<file path="src/core/apw_pkg.sv">
// Constants and types shared by the power and wake controller
package apw_pkg;
	// Clock rate in kHz and timing figures
	localparam int CLK_KHZ = 250000;
	localparam int DEBOUNCE_MS = 10;
	localparam int DB_CYC = DEBOUNCE_MS * CLK_KHZ;
	localparam int RAMP_MS = 20;
	localparam int RAMP_CYC = RAMP_MS * CLK_KHZ;
	localparam int HRST_MS = 1;
	localparam int HRST_CYC = HRST_MS * CLK_KHZ;
	localparam int FORCE_OFF_S = 4;
	localparam int FORCE_CYC = FORCE_OFF_S * CLK_KHZ * 1000;
	localparam int CNT_W = 30;
	localparam int DB_W = 22;

	// Register byte offsets
	localparam logic [7:0] REG_CTRL = 8'h00;
	localparam logic [7:0] REG_MODE = 8'h04;
	localparam logic [7:0] REG_WAKE_EN = 8'h08;
	localparam logic [7:0] REG_STATUS = 8'h0c;

	// Field positions
	localparam int CTRL_SLP_EN = 0;
	localparam int CTRL_EMP2 = 1;
	localparam int MODE_SWITCH = 0;
	localparam int WEN_RING1 = 0;
	localparam int WEN_RING2 = 1;
	localparam int WEN_PME = 2;
	localparam int WEN_RTC = 3;
	localparam int WEN_HID = 4;
	localparam int STS_PB = 0;
	localparam int STS_SLP = 1;
	localparam int STS_WAK = 2;

	// Reset values
	localparam logic CTRL_SLP_EN_RST = 1'h1;
	localparam logic [4:0] WEN_RST = 5'h00;

	// Button indices
	localparam int BTN_PWR = 0;
	localparam int BTN_SLP = 1;
	localparam int BTN_RST = 2;
	localparam int BTN_NMI = 3;
	localparam int NBTN = 4;

	// Chipset power state as reported on its pins
	typedef enum logic [1:0] {
		SLP_S0 = 2'b00,
		SLP_S1 = 2'b01,
		SLP_S4 = 2'b10,
		SLP_S5 = 2'b11
	} apw_slp_t;

	// Supply sequencer states
	typedef enum logic [1:0] {
		SEQ_OFF = 2'b00,
		SEQ_RAMP = 2'b01,
		SEQ_RST = 2'b10,
		SEQ_RUN = 2'b11
	} apw_seq_t;

	typedef struct packed {
		logic nmi;
		logic rst;
		logic slp;
		logic pwr;
	} apw_btn_t;

	typedef struct packed {
		logic hid;
		logic rtc;
		logic pme;
		logic ring2;
		logic ring1;
	} apw_wake_t;

	typedef struct packed {
		logic s1;
		logic s2;
		logic stable;
		logic press;
		logic [DB_W-1:0] cnt;
	} apw_db_t;
endpackage

</file>
<file path="src/core/apw_debounce.sv">
// Button synchroniser and debouncer with a press pulse
`timescale 1ns/1ps
module apw_debounce #(
	parameter int DB_CYC = apw_pkg::DB_CYC
) (
	input wire logic sys_clk, // System clock
	input wire logic rst, // Synchronous reset
	input wire logic raw, // Button pin, high when pressed
	output logic level, // Debounced level
	output logic press // One-cycle pulse on a settled press
);
	localparam int W = apw_pkg::DB_W;
	localparam logic [W-1:0] LIM = W'(DB_CYC - 1);

	apw_pkg::apw_db_t s;
	apw_pkg::apw_db_t next_s;

	// Two-stage sync, then a level must hold DB_CYC cycles
	always_comb begin
		next_s = s;
		next_s.s1 = raw;
		next_s.s2 = s.s1;
		next_s.press = 1'b0;
		if (s.s2 == s.stable) begin
			next_s.cnt = '0;
		end else if (s.cnt == LIM) begin
			next_s.cnt = '0;
			next_s.stable = s.s2;
			next_s.press = s.s2;
		end else begin
			next_s.cnt = s.cnt + 1'b1;
		end
	end

	// State register
	always_ff @(posedge sys_clk) begin
		if (rst) begin
			s <= '0;
		end else begin
			s <= next_s;
		end
	end

	assign level = s.stable;
	assign press = s.press;
endmodule

</file>
<file path="src/core/apw_ctrl.sv">
// Power-state, wake-event and front-panel button controller
//
// Decided for this implementation: the placing of the registers and the APB interface to the registers.
`timescale 1ns/1ps
module apw_ctrl #(
	parameter int DB_CYC = apw_pkg::DB_CYC,
	parameter int RAMP_CYC = apw_pkg::RAMP_CYC,
	parameter int HRST_CYC = apw_pkg::HRST_CYC,
	parameter int FORCE_CYC = apw_pkg::FORCE_CYC
) (
	input wire logic sys_clk, // System clock, 250 MHz
	input wire logic rst, // Synchronous reset, power-on
	input wire logic psel, // APB select
	input wire logic penable, // APB enable
	input wire logic pwrite, // APB direction
	input wire logic [7:0] paddr, // APB byte address
	input wire logic [31:0] pwdata, // APB write data
	output logic [31:0] prdata, // APB read data
	output logic pready, // APB ready
	output logic pslverr, // APB error on unmapped address
	input wire apw_pkg::apw_btn_t btn, // Front-panel buttons
	input wire apw_pkg::apw_wake_t wake, // Wake source pins
	input wire logic [1:0] chip_state, // Chipset power state
	output logic pwr_btn_req, // Power request pulse to chipset
	output logic rst_btn_req, // Reset request pulse to chipset
	output logic nmi_out, // NMI pulse to processors
	output logic wake_chip, // Wake pulse to chipset
	output logic sci, // System control interrupt level
	output logic supply_on_request, // Supply on request
	output logic host_pwr_good, // Power good to host
	output logic host_reset // Reset to host, high active
);
	localparam int CW = apw_pkg::CNT_W;
	localparam logic [CW-1:0] RAMP_LIM = CW'(RAMP_CYC - 1);
	localparam logic [CW-1:0] HRST_LIM = CW'(HRST_CYC - 1);
	localparam logic [CW-1:0] FORCE_LIM = CW'(FORCE_CYC - 1);

	typedef struct packed {
		apw_pkg::apw_wake_t wake_s1;
		apw_pkg::apw_wake_t wake_s2;
		apw_pkg::apw_wake_t wake_q;
		logic [1:0] chip_s1;
		logic [1:0] chip_s2;
		apw_pkg::apw_seq_t seq;
		logic [CW-1:0] cnt;
		logic seen_s0;
		logic force_on;
		logic [CW-1:0] fcnt;
		logic acpi_en;
		logic slp_en;
		logic emp2;
		logic [4:0] wen;
		logic pb_sts;
		logic slp_sts;
		logic wak_sts;
		logic pwr_req;
		logic rst_req;
		logic nmi;
		logic wake_chip;
		logic sci;
		logic supply;
		logic pgood;
		logic hreset;
		logic pready;
		logic pslverr;
		logic [31:0] prdata;
	} apw_state_t;

	localparam apw_state_t RST_STATE = '{
		slp_en: apw_pkg::CTRL_SLP_EN_RST,
		wen: apw_pkg::WEN_RST,
		hreset: 1'b1,
		seq: apw_pkg::SEQ_OFF,
		default: '0
	};

	apw_state_t s;
	apw_state_t next_s;

	logic [apw_pkg::NBTN-1:0] btn_vec;
	logic [apw_pkg::NBTN-1:0] press;
	logic pb;
	logic sb;
	apw_pkg::apw_slp_t chip;
	logic chip_off;
	logic run_s0;
	logic run_s1;
	apw_pkg::apw_wake_t rise;
	logic base_src;
	logic s1_src;
	logic wake_off;
	logic wake_slp;
	logic acc;
	logic wr;
	logic mapped;
	logic [31:0] rdata;

	// Each button passes its own sync and debounce stage
	assign btn_vec = btn;
	for (genvar i = 0; i < apw_pkg::NBTN; i++) begin : g_db
		apw_debounce #(
			.DB_CYC(DB_CYC)
		) u_db (
			.sys_clk(sys_clk),
			.rst(rst),
			.raw(btn_vec[i]),
			.level(),
			.press(press[i])
		);
	end

	// Decoded presses and chipset state
	assign pb = press[apw_pkg::BTN_PWR];
	assign sb = press[apw_pkg::BTN_SLP];
	assign chip = apw_pkg::apw_slp_t'(s.chip_s2);
	assign chip_off = (chip == apw_pkg::SLP_S4) || (chip == apw_pkg::SLP_S5);
	assign run_s0 = (s.seq == apw_pkg::SEQ_RUN) && (chip == apw_pkg::SLP_S0);
	assign run_s1 = (s.seq == apw_pkg::SEQ_RUN) && (chip == apw_pkg::SLP_S1);

	// Wake source edges and qualification
	assign rise = s.wake_s2 & ~s.wake_q;
	assign base_src = (rise.ring1 & s.wen[apw_pkg::WEN_RING1])
		| (rise.ring2 & s.wen[apw_pkg::WEN_RING2] & ~s.emp2)
		| (rise.pme & s.wen[apw_pkg::WEN_PME]);
	assign s1_src = s.acpi_en & ((rise.rtc & s.wen[apw_pkg::WEN_RTC])
		| (rise.hid & s.wen[apw_pkg::WEN_HID]));
	assign wake_off = pb | base_src | (s.acpi_en & rise.rtc);
	assign wake_slp = pb | base_src | s1_src
		| (sb & s.acpi_en & s.slp_en);

	// APB decode
	assign acc = psel & penable;
	assign wr = acc & s.pready & pwrite & mapped;
	assign mapped = (paddr == apw_pkg::REG_CTRL) || (paddr == apw_pkg::REG_MODE)
		|| (paddr == apw_pkg::REG_WAKE_EN) || (paddr == apw_pkg::REG_STATUS);

	// Register read mux
	always_comb begin
		rdata = 32'h0;
		unique case (paddr)
			apw_pkg::REG_CTRL: rdata = {30'h0, s.emp2, s.slp_en};
			apw_pkg::REG_MODE: rdata = {31'h0, s.acpi_en};
			apw_pkg::REG_WAKE_EN: rdata = {27'h0, s.wen};
			apw_pkg::REG_STATUS: rdata = {24'h0, s.seq, s.chip_s2, s.acpi_en,
				s.wak_sts, s.slp_sts, s.pb_sts};
			default: rdata = 32'h0;
		endcase
	end

	// Next-state logic for the whole controller
	always_comb begin
		next_s = s;
		// Pin synchronisers
		next_s.wake_s1 = wake;
		next_s.wake_s2 = s.wake_s1;
		next_s.wake_q = s.wake_s2;
		next_s.chip_s1 = chip_state;
		next_s.chip_s2 = s.chip_s1;

		// Button requests forwarded as pulses
		next_s.pwr_req = pb;
		next_s.rst_req = press[apw_pkg::BTN_RST];
		next_s.nmi = press[apw_pkg::BTN_NMI];
		next_s.wake_chip = run_s1 & wake_slp;

		// APB answer one cycle into the access phase
		next_s.pready = acc & ~s.pready;
		next_s.pslverr = acc & ~s.pready & ~mapped;
		next_s.prdata = (acc & ~s.pready & ~pwrite) ? rdata : 32'h0;

		// Register writes
		if (wr) begin
			unique case (paddr)
				apw_pkg::REG_CTRL: begin
					next_s.slp_en = pwdata[apw_pkg::CTRL_SLP_EN];
					next_s.emp2 = pwdata[apw_pkg::CTRL_EMP2];
				end
				apw_pkg::REG_MODE: begin
					if (pwdata[apw_pkg::MODE_SWITCH]) begin
						next_s.acpi_en = 1'b1;
					end
				end
				apw_pkg::REG_WAKE_EN: begin
					next_s.wen = pwdata[4:0];
				end
				apw_pkg::REG_STATUS: begin
					next_s.pb_sts = s.pb_sts & ~pwdata[apw_pkg::STS_PB];
					next_s.slp_sts = s.slp_sts & ~pwdata[apw_pkg::STS_SLP];
					next_s.wak_sts = s.wak_sts & ~pwdata[apw_pkg::STS_WAK];
				end
				default: begin
				end
			endcase
		end

		// Status events; a set wins over a same-cycle clear
		if (pb && run_s0) begin
			next_s.pb_sts = 1'b1;
		end
		if (sb && run_s0 && s.acpi_en && s.slp_en) begin
			next_s.slp_sts = 1'b1;
		end
		if (sb && run_s1 && s.acpi_en && s.slp_en) begin
			next_s.wak_sts = 1'b1;
		end

		// A hard reset request drops back to legacy mode
		if (press[apw_pkg::BTN_RST]) begin
			next_s.acpi_en = 1'b0;
		end

		// Supply sequencer
		unique case (s.seq)
			apw_pkg::SEQ_OFF: begin
				if (wake_off) begin
					next_s.seq = apw_pkg::SEQ_RAMP;
					next_s.cnt = '0;
					next_s.seen_s0 = 1'b0;
					next_s.acpi_en = 1'b0;
				end
			end
			apw_pkg::SEQ_RAMP: begin
				if (s.cnt == RAMP_LIM) begin
					next_s.seq = apw_pkg::SEQ_RST;
					next_s.cnt = '0;
				end else begin
					next_s.cnt = s.cnt + 1'b1;
				end
			end
			apw_pkg::SEQ_RST: begin
				if (s.cnt == HRST_LIM) begin
					next_s.seq = apw_pkg::SEQ_RUN;
					next_s.cnt = '0;
				end else begin
					next_s.cnt = s.cnt + 1'b1;
				end
			end
			apw_pkg::SEQ_RUN: begin
				if (chip == apw_pkg::SLP_S0) begin
					next_s.seen_s0 = 1'b1;
				end
				// Ignore stale off state until the chipset has come up
				if (s.seen_s0 && chip_off) begin
					next_s.seq = apw_pkg::SEQ_OFF;
				end
			end
		endcase

		// Fallback timer for a legacy power-off request
		if (pb && run_s0 && !s.acpi_en && !s.force_on) begin
			next_s.force_on = 1'b1;
			next_s.fcnt = '0;
		end else if (s.force_on) begin
			if (chip_off || s.seq != apw_pkg::SEQ_RUN) begin
				next_s.force_on = 1'b0;
			end else if (s.fcnt == FORCE_LIM) begin
				next_s.force_on = 1'b0;
				next_s.seq = apw_pkg::SEQ_OFF;
			end else begin
				next_s.fcnt = s.fcnt + 1'b1;
			end
		end

		// Registered outputs follow the next state
		next_s.sci = next_s.acpi_en
			& (next_s.pb_sts | next_s.slp_sts | next_s.wak_sts);
		next_s.supply = next_s.seq != apw_pkg::SEQ_OFF;
		next_s.pgood = (next_s.seq == apw_pkg::SEQ_RST)
			|| (next_s.seq == apw_pkg::SEQ_RUN);
		next_s.hreset = next_s.seq != apw_pkg::SEQ_RUN;
	end

	// State register
	always_ff @(posedge sys_clk) begin
		if (rst) begin
			s <= RST_STATE;
		end else begin
			s <= next_s;
		end
	end

	// Outputs straight from the state register
	assign prdata = s.prdata;
	assign pready = s.pready;
	assign pslverr = s.pslverr;
	assign pwr_btn_req = s.pwr_req;
	assign rst_btn_req = s.rst_req;
	assign nmi_out = s.nmi;
	assign wake_chip = s.wake_chip;
	assign sci = s.sci;
	assign supply_on_request = s.supply;
	assign host_pwr_good = s.pgood;
	assign host_reset = s.hreset;
endmodule

</file>
<file path="config.mk">
export PLATFORM = sky130hd
export DESIGN_NAME = apw_ctrl
export DESIGN_NICKNAME = d
export VERILOG_FILES = /design/src/core/apw_pkg.sv /design/src/core/apw_debounce.sv /design/src/core/apw_ctrl.sv
export SDC_FILE = /design/constraint.sdc
export NUM_CORES = 1
export LEC_CHECK = 0
export ABC_AREA = 1
export BUFFER_PORTS_ARGS = -buffer_cell sky130_fd_sc_hd__buf_4
export CORE_MARGIN = 2
export CORE_UTILIZATION = 55
export CTS_CLUSTER_DIAMETER = 100
export DETAILED_ROUTE_END_ITERATION = 8
export GPL_TIMING_DRIVEN = 0
export PLACE_DENSITY = 0.77
export SLEW_MARGIN = 40
export SYNTH_ARGS = -nofsm -noshare
export SYNTH_HDL_FRONTEND = slang
export SYNTH_HIERARCHICAL = 1
export SYNTH_SLANG_ARGS = --single-unit
</file>
<file path="constraint.sdc">
create_clock -name sys_clk -period 1.7 [get_ports sys_clk]
set_input_delay 0.255 -clock sys_clk [delete_from_list [all_inputs] [get_ports sys_clk]]
set_output_delay 0.255 -clock sys_clk [all_outputs]
set_load 0.03 [all_outputs]
</file>
==> flow_metrics.tcl, run 1 <==
set metrics [dict create \
    synth.distinct_cells 46 \
    violations "setup timing" \
    final_max_slew_viol_count 0 \
    drt_iter0_drc 811 \
    dp.cells 2109 \
    r2r_setup_slack_ps -30 \
    yosysTopAreaCellShare 0.370 \
    worstPathRequired_ps 2120 \
    diodes 0 \
    fmax_mhz 577 \
    ys_seq_area_frac 0.370 \
    antenna_found_initial 0 \
    die_w_um 150 \
    hold_path.class "in2reg" \
    dpl.hpwl_um 20500 \
    fin_nets 1991 \
    viasPerCell 5.14 \
    arrival_ps 2150 \
    setup_slack_ps -32.1 \
    reg2regPathDepth 13 \
    slew_headroom 0.602 \
    port_buffers 46 \
    grt-ovfl-total 0 \
    cts.clk_slew.worst_paths_ps 60 \
    cp_max_fo 5 \
    remaining_drc_errors 0 \
    die_area_um2 22400 \
    hold_violations 0 \
    drv_cap 0 \
    status "finished with violations" \
    fin_crit_sh 1.02 \
    synth_area_leaders "dfxtp_1 37%, nand2_1 13%, nor2_1 12%" \
    period_minus_slack_ps 1730 \
    synth-seq-cells 216 \
    pwr_density_cell_nw_per_um2 809 \
    postSynthAreaPerCell_um2 6.62 \
    wire_per_inst_um 13.4 \
    cts_max_path_buffers 3 \
    finish.utilization 0.684 \
    drive_gt1_frac 0.202 \
    start_util 0.558 \
    worstSetupPathType "reg2reg" \
    core-area_um2 21000 \
    cp-end-kind "flop" \
    crit_chain "ha_4 -> inv_4 -> nor2_8 -> nand3_2 -> nor2_1 -> nand2_1 -> nand2_1 -> nand2_4 -> nand2_4 -> nand2_4 -> nand2_8 -> buf_6 -> nor2_2" \
    cp_slowest_cell "dfxtp_4" \
    vias 11400 \
    fp-row-count 53 \
    leakage_nw 5.36 \
    start_kind "flop" \
    synth_top_area_cell "dfxtp_1" \
    yosysWarnings 6 \
    setup_tns_ps -460 \
    drtAntennaViolNets 0 \
    holdPathEnd "pready$_SDFF_PP0_" \
    r2r-end "s[89]$_SDFFE_PP0P_" \
    ctsRootBufferMaster "clkbuf_16" \
    io_pins 98 \
    cts.sinks 216 \
    ir_drop_mv 0.815 \
    grt_max_degree 18 \
    cts_tree "yes" \
    min_from "penable" \
    synthCells 1765 \
    hold_path_depth 3 \
    die_h_um 150 \
    setup_viol 30 \
    area_delta_synth_final_pct 22.7 \
    htreeDepth 1 \
    drt_wl_total_um 29700 \
    grt_pass1_vias 10100 \
    cts_inserted_buffers 24 \
    rsz0062_at_grt "yes" \
    worstSkewPairLatency_ps 530 \
    grt_usage 0.252 \
    syn_area_um2 11700 \
    r2r-start "s[85]$_SDFFE_PP0P_" \
    gp_congestion 0.937 \
    crit_path_frequent_cell "nand2_4" \
    final_common_cell "nand2_1" \
    grt_pass1_wl_um 46900 \
    slowest_delay_ps 360 \
    mostFrequentLayoutCells "391 x nand2_1, 347 x nor2_1, 198 x inv_1" \
    skew_ps 12.8 \
    final_cells 2217 \
    dr.pass1.iters 5 \
    worst_pin_slew_ps 597 \
]
[critical path: cells and delay by family, from the launching register on]
family	cells	cell delay [ps]
simple gates	10	900
flops	1	360
buf+inv	2	200
fa+ha+maj	1	150
[cells in the mapped netlist, drive strengths merged]
library cell  count
xnor2            16
nor2            401
nand4            41
nand3           144
conb              1
nor3b             1
clkinv            2
xor2             44
dfxtp           216
a311oi            1
a31oi             1
inv             208
nand3b            4
a31o              1
nor3             47
o22ai             1
o21ai            33
clkbuf            2
a21oi            85
nand2           428
or2               6
o21bai           12
buf              55
and2              1
nor4              2
and3              1
ha               11
[layer usage]
| metal | routed length, um | share of wire | GRT usage |
|---|---|---|---|
| met5 | 0 | 0 | 0 |
| met4 | 801 | 0.027 | 0.0613 |
| met2 | 14300 | 0.48 | 0.437 |
| met3 | 1650 | 0.055 | 0.0338 |
| met1 | 13000 | 0.44 | 0.333 |
[power breakdown]
part | total (mW) | switching (mW) | leakage [nW] | internal, mW
Combinational | 1.37 | 0.851 | 3.22 | 0.523
Clock | 5.05 | 2.19 | 0.375 | 2.86
Sequential | 5.18 | 0.0466 | 1.76 | 5.13
Total | 11.6 | 3.09 | 5.36 | 8.52
[state kept, by name (all words and copies together), names as in the netlist, 2 cells and up]
register,count
g_db.u_db/next_s,4
g_db.u_db/level,4
g_db.u_db/press,4
next_s,12
chip,2
g_db.u_db/s,92
prdata,8
s,80
[worst max-delay path by stage]
stage                                  start  depth (start not counted)  slack, ps                  to
after floorplan            s[115]$_SDFF_PP0_                         11         30  s[62]$_SDFFE_PP0P_
after global placement     s[115]$_SDFF_PP0_                         11       -280  s[82]$_SDFFE_PP0P_
after detailed placement   s[115]$_SDFF_PP0_                         11       -290  s[72]$_SDFFE_PP0P_
after CTS                 s[86]$_SDFFE_PP0P_                         14        -20  s[94]$_SDFFE_PP0P_
after global routing      s[57]$_SDFFE_PP0P_                          9       -110    s[83]$_SDFF_PP0_
final                     s[85]$_SDFFE_PP0P_                         13        -30  s[89]$_SDFFE_PP0P_
[metrics by stage]
step                hold slack [ps]  worst slack [ps]  area (um2)  power (mW)
finish                         16.9             -32.1       14300        11.6
global route                   33.6              -106       14300        12.0
CTS                            5.16             -23.5       13800        11.5
detailed placement              396              -293       12500        6.29
global placement                390              -284       12500        6.27
floorplan                       324              26.0       11800        5.99
[cell type report]
class	instances	area [um2]
fill	1812	6620
timing repair buffer	111	943
inverter	210	801
clock inverter	15	130
tap	275	344
sequential	216	4370
buffer	56	473
multi-input combinational	1305	6630
clock buffer	29	639
[kinds of logic after synthesis]
family,share of synthesized area
and+or+nand+nor,0.399
AOI/OAI and AO/OA,0.0682
DFF,0.370
adders and majority gates,0.0118
xor gates and xnor gates,0.0450
other,0.000321
buffers and inverters,0.106
[timing repair]
| action | in CTS | in global routing |
|---|---|---|
| buffers inserted | 19 | 28 |
| resized for setup | 62 | 111 |
| cloned | 3 | 2 |
| endpoints found under the setup margin | 64 | 109 |
| hold buffers | 15 | 0 |
| endpoints found under the hold margin | 15 | 0 |
| pin swaps | 9 | 41 |
(Power assumes the default switching activity.)
==> run 2, diff against run 1 <==
--- a/config.mk
+++ b/config.mk
@@ -12,7 +12,8 @@
 export CTS_CLUSTER_DIAMETER = 100
 export DETAILED_ROUTE_END_ITERATION = 8
 export GPL_TIMING_DRIVEN = 0
-export PLACE_DENSITY = 0.77
+export PLACE_DENSITY = 0.79
+export SETUP_SLACK_MARGIN = 0.1
 export SLEW_MARGIN = 40
 export SYNTH_ARGS = -nofsm -noshare
 export SYNTH_HDL_FRONTEND = slang
==> run 2 against run 1 <==
Compared with the run above: the flow still finishes with violations (setup timing); largest power group is now clock; core utilization grew 3.3 points; global-route usage increased by 2.0 points; fmax is 2.0% lower; routed wire length increased by 8.7%; critical endpoint is now s[59]$_SDFFE_PP0P_; total power increased by 3.5%; sequential power hardly changed; register-to-register slack got worse by 30 ps; non-clock buffer count increased by 13; count of clock-buffer cells in the layout rose by 1; clock skew fell by 3.1 ps; worst hold slack got worse by 9.5 ps; final cell count rose by 0.45%.
==> flow_metrics.tcl, run 2 (synthesized netlist as in run 1, its figures left out) <==
set metrics [dict create \
    dpl.hpwl_um 20900 \
    area_delta_synth_final_pct 28.6 \
    grt_pass1_wl_um 50400 \
    viasPerCell 5.27 \
    drt_wl_total_um 32300 \
    drt_iter0_drc 830 \
    grt_usage 0.272 \
    cp-end-kind "flop" \
    die_area_um2 22400 \
    core-area_um2 21000 \
    start_kind "flop" \
    finalInstanceArea_um2 15000 \
    min_from "pwdata[3]" \
    cts.clk_slew.worst_paths_ps 70 \
    met2_usage 0.477 \
    skew_ps 9.64 \
    fmax_mhz 566 \
    whs_ps 7.43 \
    drv_cap 0 \
    setup_tns_ps -1090 \
    r2r-start "s[78]$_SDFFE_PP0P_" \
    fp-row-count 53 \
    grt-ovfl-total 0 \
    setup_slack_ps -66.9 \
    grt_pass1_vias 11100 \
    mostFrequentLayoutCells "359 x nand2_1, 335 x nor2_1, 194 x inv_1" \
    final_common_cell "nand2_1" \
    leakage_nw 5.75 \
    top_usage_layer "met2" \
    ir_drop_mv 0.748 \
    fin_crit_sh 1.04 \
    cts_tree "yes" \
    wire_per_inst_um 14.5 \
    drtAntennaViolNets 0 \
    holdPathEnd "s[48]$_SDFFE_PP0P_" \
    hold_path_depth 3 \
    fin_nets 2004 \
    num-fill-cells 1671 \
    cts.sinks 216 \
    reg2regPathDepth 10 \
    largest_register "g_db.u_db/s" \
    ctsRootBufferMaster "clkbuf_16" \
    largest_register_ffs 92 \
    worstSkewPairLatency_ps 520 \
    placed_area_um2 12500 \
    die_h_um 150 \
    hold_violations 0 \
    rsz0062_at_grt "yes" \
    crit_path_frequent_cell "nor2_4" \
    cp_slowest_cell "dfxtp_2" \
    htreeDepth 1 \
    finish.utilization 0.717 \
    drive_gt1_frac 0.252 \
    pwr_density_cell_nw_per_um2 799 \
    r2r_setup_slack_ps -70 \
    grtUsageMet1 0.335 \
    dr.pass1.iters 6 \
    start_util 0.558 \
    dp.cells 2109 \
    cts_inserted_buffers 23 \
    worstSetupPathType "reg2reg" \
    arrival_ps 2230 \
    gp_congestion 0.930 \
    worstPathRequired_ps 2160 \
    die_w_um 150 \
    diodes 0 \
    final_max_slew_viol_count 0 \
    final_cells 2227 \
    setup_viol 46 \
    slowest_delay_ps 380 \
    antenna_found_initial 0 \
    worst_pin_slew_ps 586 \
    crit_buf_inv 3 \
    grt_max_degree 18 \
    slew_headroom 0.608 \
    grtUsageMet3 0.0436 \
    r2r-end "s[59]$_SDFFE_PP0P_" \
    hold_path.class "in2reg" \
    period_minus_slack_ps 1770 \
    violations "setup timing" \
    cpLargestDelayFamily "simple AND/OR/NAND/NOR gates" \
    io_pins 98 \
    cp_max_fo 6 \
    crit_chain "inv_1 -> nor3_2 -> nand3_4 -> nor2_4 -> nor2_4 -> buf_12 -> buf_8 -> nand3_2 -> nand2_2 -> a21oi_2" \
    status "finished with violations" \
    cts_max_path_buffers 3 \
    port_buffers 46 \
    remaining_drc_errors 0 \
    vias 11700 \
]
-- run 2: cell types whose count changed in the layout (fill, tap and decap cells not counted), sizes merged, moves of 2 or more --
cell         change
bufinv           +2
dlygate4sd3      -3
clkinv           -4
clkinvlp         -2
clkbuf           +4
buf             +13
-- run 2: what timing repair did --
action,CTS,global route
pin swaps,39,50
hold endpoints to repair,12,0
buffers inserted,42,16
setup endpoints to repair,106,156
gates cloned,5,4
gates resized for setup,110,188
hold buffers,12,0
-- run 2: power by group --
| group | internal [mW] | leakage, nW | total [mW] | switching (mW) |
|---|---|---|---|---|
| Combinational | 0.607 | 3.58 | 1.49 | 0.883 |
| Clock | 3.21 | 0.400 | 5.33 | 2.12 |
| Sequential | 5.13 | 1.77 | 5.19 | 0.0554 |
-- run 2: layer usage --
| layer | part of all wire | up-vias |
|---|---|---|
| met3 | 0.068 | 120 |
| li1 | - | 5851 |
| met5 | 0 | - |
| met1 | 0.40 | 5308 |
| met4 | 0.044 | 0 |
| met2 | 0.48 | 452 |
-- run 2: layout make-up --
| class | count | area [um2] | area share |
|---|---|---|---|
| Tap cell | 275 | 344 | 0.0229 |
| Timing Repair Buffer | 123 | 1140 | 0.0762 |
| Clock inverter | 10 | 146 | 0.00974 |
| Multi-Input combinational cell | 1306 | 7020 | 0.467 |
| Inverter | 210 | 818 | 0.0544 |
| Clock buffer | 30 | 662 | 0.0440 |
| Buffer | 57 | 497 | 0.0331 |
| Sequential cell | 216 | 4400 | 0.292 |
-- run 2: worst reg2reg max path: stages (launching register included) --
cell and delay [ps]:
dfxtp_2 380, inv_1 90, nor3_2 300, nand3_4 160
nor2_4 210, nor2_4 60, buf_12 150, buf_8 140
nand3_2 60, nand2_2 50, a21oi_2 90
-- run 2: through the flow --
step	total power, mW	setup WS (ps)
after global routing	12.4	-146
after detailed placement	6.28	-272
after global placement	6.27	-210
after floorplan	6.00	105
after CTS	11.8	41.5
final	12.0	-66.9
-- run 2: worst max-delay path by stage --
stage          depth (start not counted)  slack, ps                           end                   start
6_report                              10        -70            s[59]$_SDFFE_PP0P_      s[78]$_SDFFE_PP0P_
2_1_floorplan                         13        100            s[96]$_SDFFE_PP0P_      s[86]$_SDFFE_PP0P_
3_3_place_gp                           6       -210            s[50]$_SDFFE_PP0P_                     rst
4_1_cts                               13         40            s[94]$_SDFFE_PP0P_      s[86]$_SDFFE_PP0P_
5_1_grt                               11       -150  supply_on_request$_SDFF_PP0_  next_s[122]$_SDFF_PP0_
3_5_place_dp                           6       -270            s[48]$_SDFFE_PP0P_                     rst
==> run 3, diff against run 2 <==
--- a/config.mk
+++ b/config.mk
@@ -6,12 +6,14 @@
 export NUM_CORES = 1
 export LEC_CHECK = 0
 export ABC_AREA = 1
+export ABC_CLOCK_PERIOD_IN_PS = 1700
 export BUFFER_PORTS_ARGS = -buffer_cell sky130_fd_sc_hd__buf_4
 export CORE_MARGIN = 2
 export CORE_UTILIZATION = 55
 export CTS_CLUSTER_DIAMETER = 100
 export DETAILED_ROUTE_END_ITERATION = 8
-export GPL_TIMING_DRIVEN = 0
+export GPL_TIMING_DRIVEN = 1
+export MAX_ROUTING_LAYER = met4
 export PLACE_DENSITY = 0.79
 export SETUP_SLACK_MARGIN = 0.1
 export SLEW_MARGIN = 40
==> run 3 against run 2 <==
Compared with the run above: the flow still finishes with violations (setup timing); via count increased by 1.9%; sequential power about the same; final cell count increased by 0.76%; critical path depth unchanged; global-route usage increased by 1.5 points.
==> flow_metrics.tcl, run 3 (synthesized netlist as in run 1, its figures left out) <==
set metrics [dict create \
    grt_pass1_wl_um 51400 \
    ir_drop_mv 0.703 \
    antenna_found_initial 0 \
    grt_max_degree 26 \
    period_minus_slack_ps 1740 \
    drt_iter0_drc 870 \
    largest_register "g_db.u_db/s" \
    status "finished with violations" \
    die_h_um 150 \
    cts_tree "yes" \
    worstPathRequired_ps 2140 \
    setup_viol 22 \
    r2r_setup_slack_ps -40 \
    pre_cts_slack_ps -285 \
    final_common_cell "nand2_1" \
    drtAntennaViolNets 0 \
    die_area_um2 22400 \
    min_from "pwdata[2]" \
    hold_violations 0 \
    gp_congestion 0.930 \
    final_max_slew_viol_count 0 \
    worstSetupPathType "reg2reg" \
    drive_gt1_frac 0.229 \
    start_util 0.558 \
    cts_max_path_buffers 3 \
    met2_usage 0.490 \
    slew_headroom 0.636 \
    hold_path.class "in2reg" \
    remaining_drc_errors 0 \
    vias 12000 \
    skew_ps 6.93 \
    viasPerCell 5.33 \
    grtUsageMet1 0.350 \
    fin_crit_sh 1.02 \
    area_delta_synth_final_pct 26.8 \
    dr.pass1.iters 5 \
    pwr_density_cell_nw_per_um2 783 \
    drt_wl_total_um 32500 \
    mostFrequentLayoutCells "390 x nand2_1, 332 x nor2_1, 197 x dfxtp_1" \
    cts.sinks 216 \
    fmax_mhz 576 \
    cp-end-kind "flop" \
    drv_cap 0 \
    worstSkewPairLatency_ps 520 \
    worst_pin_slew_ps 545 \
    wire_per_inst_um 14.5 \
    fp-row-count 53 \
    r2r-start "s[71]$_SDFFE_PP0P_" \
    finalInstanceArea_um2 14800 \
    io_pins 98 \
    top_usage_layer "met2" \
    largest_register_ffs 92 \
    rsz0062_at_grt "yes" \
    core-area_um2 21000 \
    setup_slack_ps -35.4 \
    fin_nets 2021 \
    diodes 0 \
    grt_usage 0.287 \
    grtUsageMet3 0.0375 \
    ctsRootBufferMaster "clkbuf_16" \
    cts.clk_slew.worst_paths_ps 60 \
    critical_path.endpoint "s[61]$_SDFFE_PP0P_" \
    violations "setup timing" \
    cp_max_fo 6 \
    grt-ovfl-total 0 \
    placed_area_um2 12900 \
    cp-startpoint "s[71]$_SDFFE_PP0P_" \
    port_buffers 46 \
    htreeDepth 1 \
    grt_pass1_vias 11200 \
    reg2regPathDepth 10 \
    start_kind "flop" \
    die_w_um 150 \
    cts_inserted_buffers 24 \
    dpl.hpwl_um 21500 \
    arrival_ps 2180 \
    r2r-end "s[61]$_SDFFE_PP0P_" \
    leakage_nw 5.62 \
]
run 3: cell types whose count changed in the layout (fill, tap and decap cells not counted), sizes merged:
cell,delta
buf,+14
bufinv,-2
clkbuf,-1
clkinv,+1
dlygate4sd3,-1
nand2,+4
nor2,+2
run 3: routing by layer:
layer | wire length [um] | up-vias
met3 | 2080 | 98
met4 | 1230 | 0
li1 | - | 5902
met5 | 0 | -
met1 | 13300 | 5488
met2 | 15800 | 464
run 3: critical path: stages, from the launching register on:
cell and delay [ps]:
dfxtp_1 310, inv_1 80, nand2_1 70, nor3_2 170
nand3_1 200, buf_4 200, o21ai_4 160, buf_6 160
clkbuf_16 150, nand2_2 40, a21oi_1 120
run 3: area by class of cell:
cell class	count	area [um2]
Multi-Input combinational cell	1312	6960
Tap cell	275	344
Clock inverter	9	83.8
Clock buffer	32	671
Fill cell	1677	6130
Timing Repair Buffer	190	1600
Sequential cell	216	4350
Inverter	210	811
run 3: worst min path at each step:
stage / to / cells past startpoint
after floorplan: g_db[0].u_db/level$_SDFFE_PP0P_ / 1
after global placement: g_db[0].u_db/s[24]$_SDFF_PP0_ / 2
after detailed placement: chip[1]$_SDFF_PP0_ / 2
after CTS: s[47]$_SDFFE_PP0P_ / 3
after global routing: s[48]$_SDFFE_PP0P_ / 3
final: s[47]$_SDFFE_PP0P_ / 3
run 3: stage by stage:
stage | setup TNS (ps) | std cells | utilization | total power, mW | hold WS, ps
2_1_floorplan | 0 | 1788 | - | 6.00 | 324
3_3_place_gp | -12360 | 2163 | 0.616 | 6.29 | 390
3_5_place_dp | -3790 | 2163 | 0.616 | 6.32 | 393
4_1_cts | -273 | 2237 | 0.680 | 11.6 | 8.02
5_1_grt | -3800 | 2244 | 0.707 | 12.0 | 25.2
6_report | -357 | 2244 | 0.707 | 11.6 | 23.0
run 3: power breakdown:
group	internal (mW)	switching, mW
logic	0.526	0.948
registers	5.14	0.0377
clock network	2.91	2.05
total	8.58	3.03
run 3: repair_timing:
item	in CTS	in global routing
gates resized for setup	63	133
buffers inserted	15	3
hold endpoints to repair	11	0
pin swaps	38	42
cloned	7	4
endpoints found under the setup margin	66	133
hold buffers	11	0
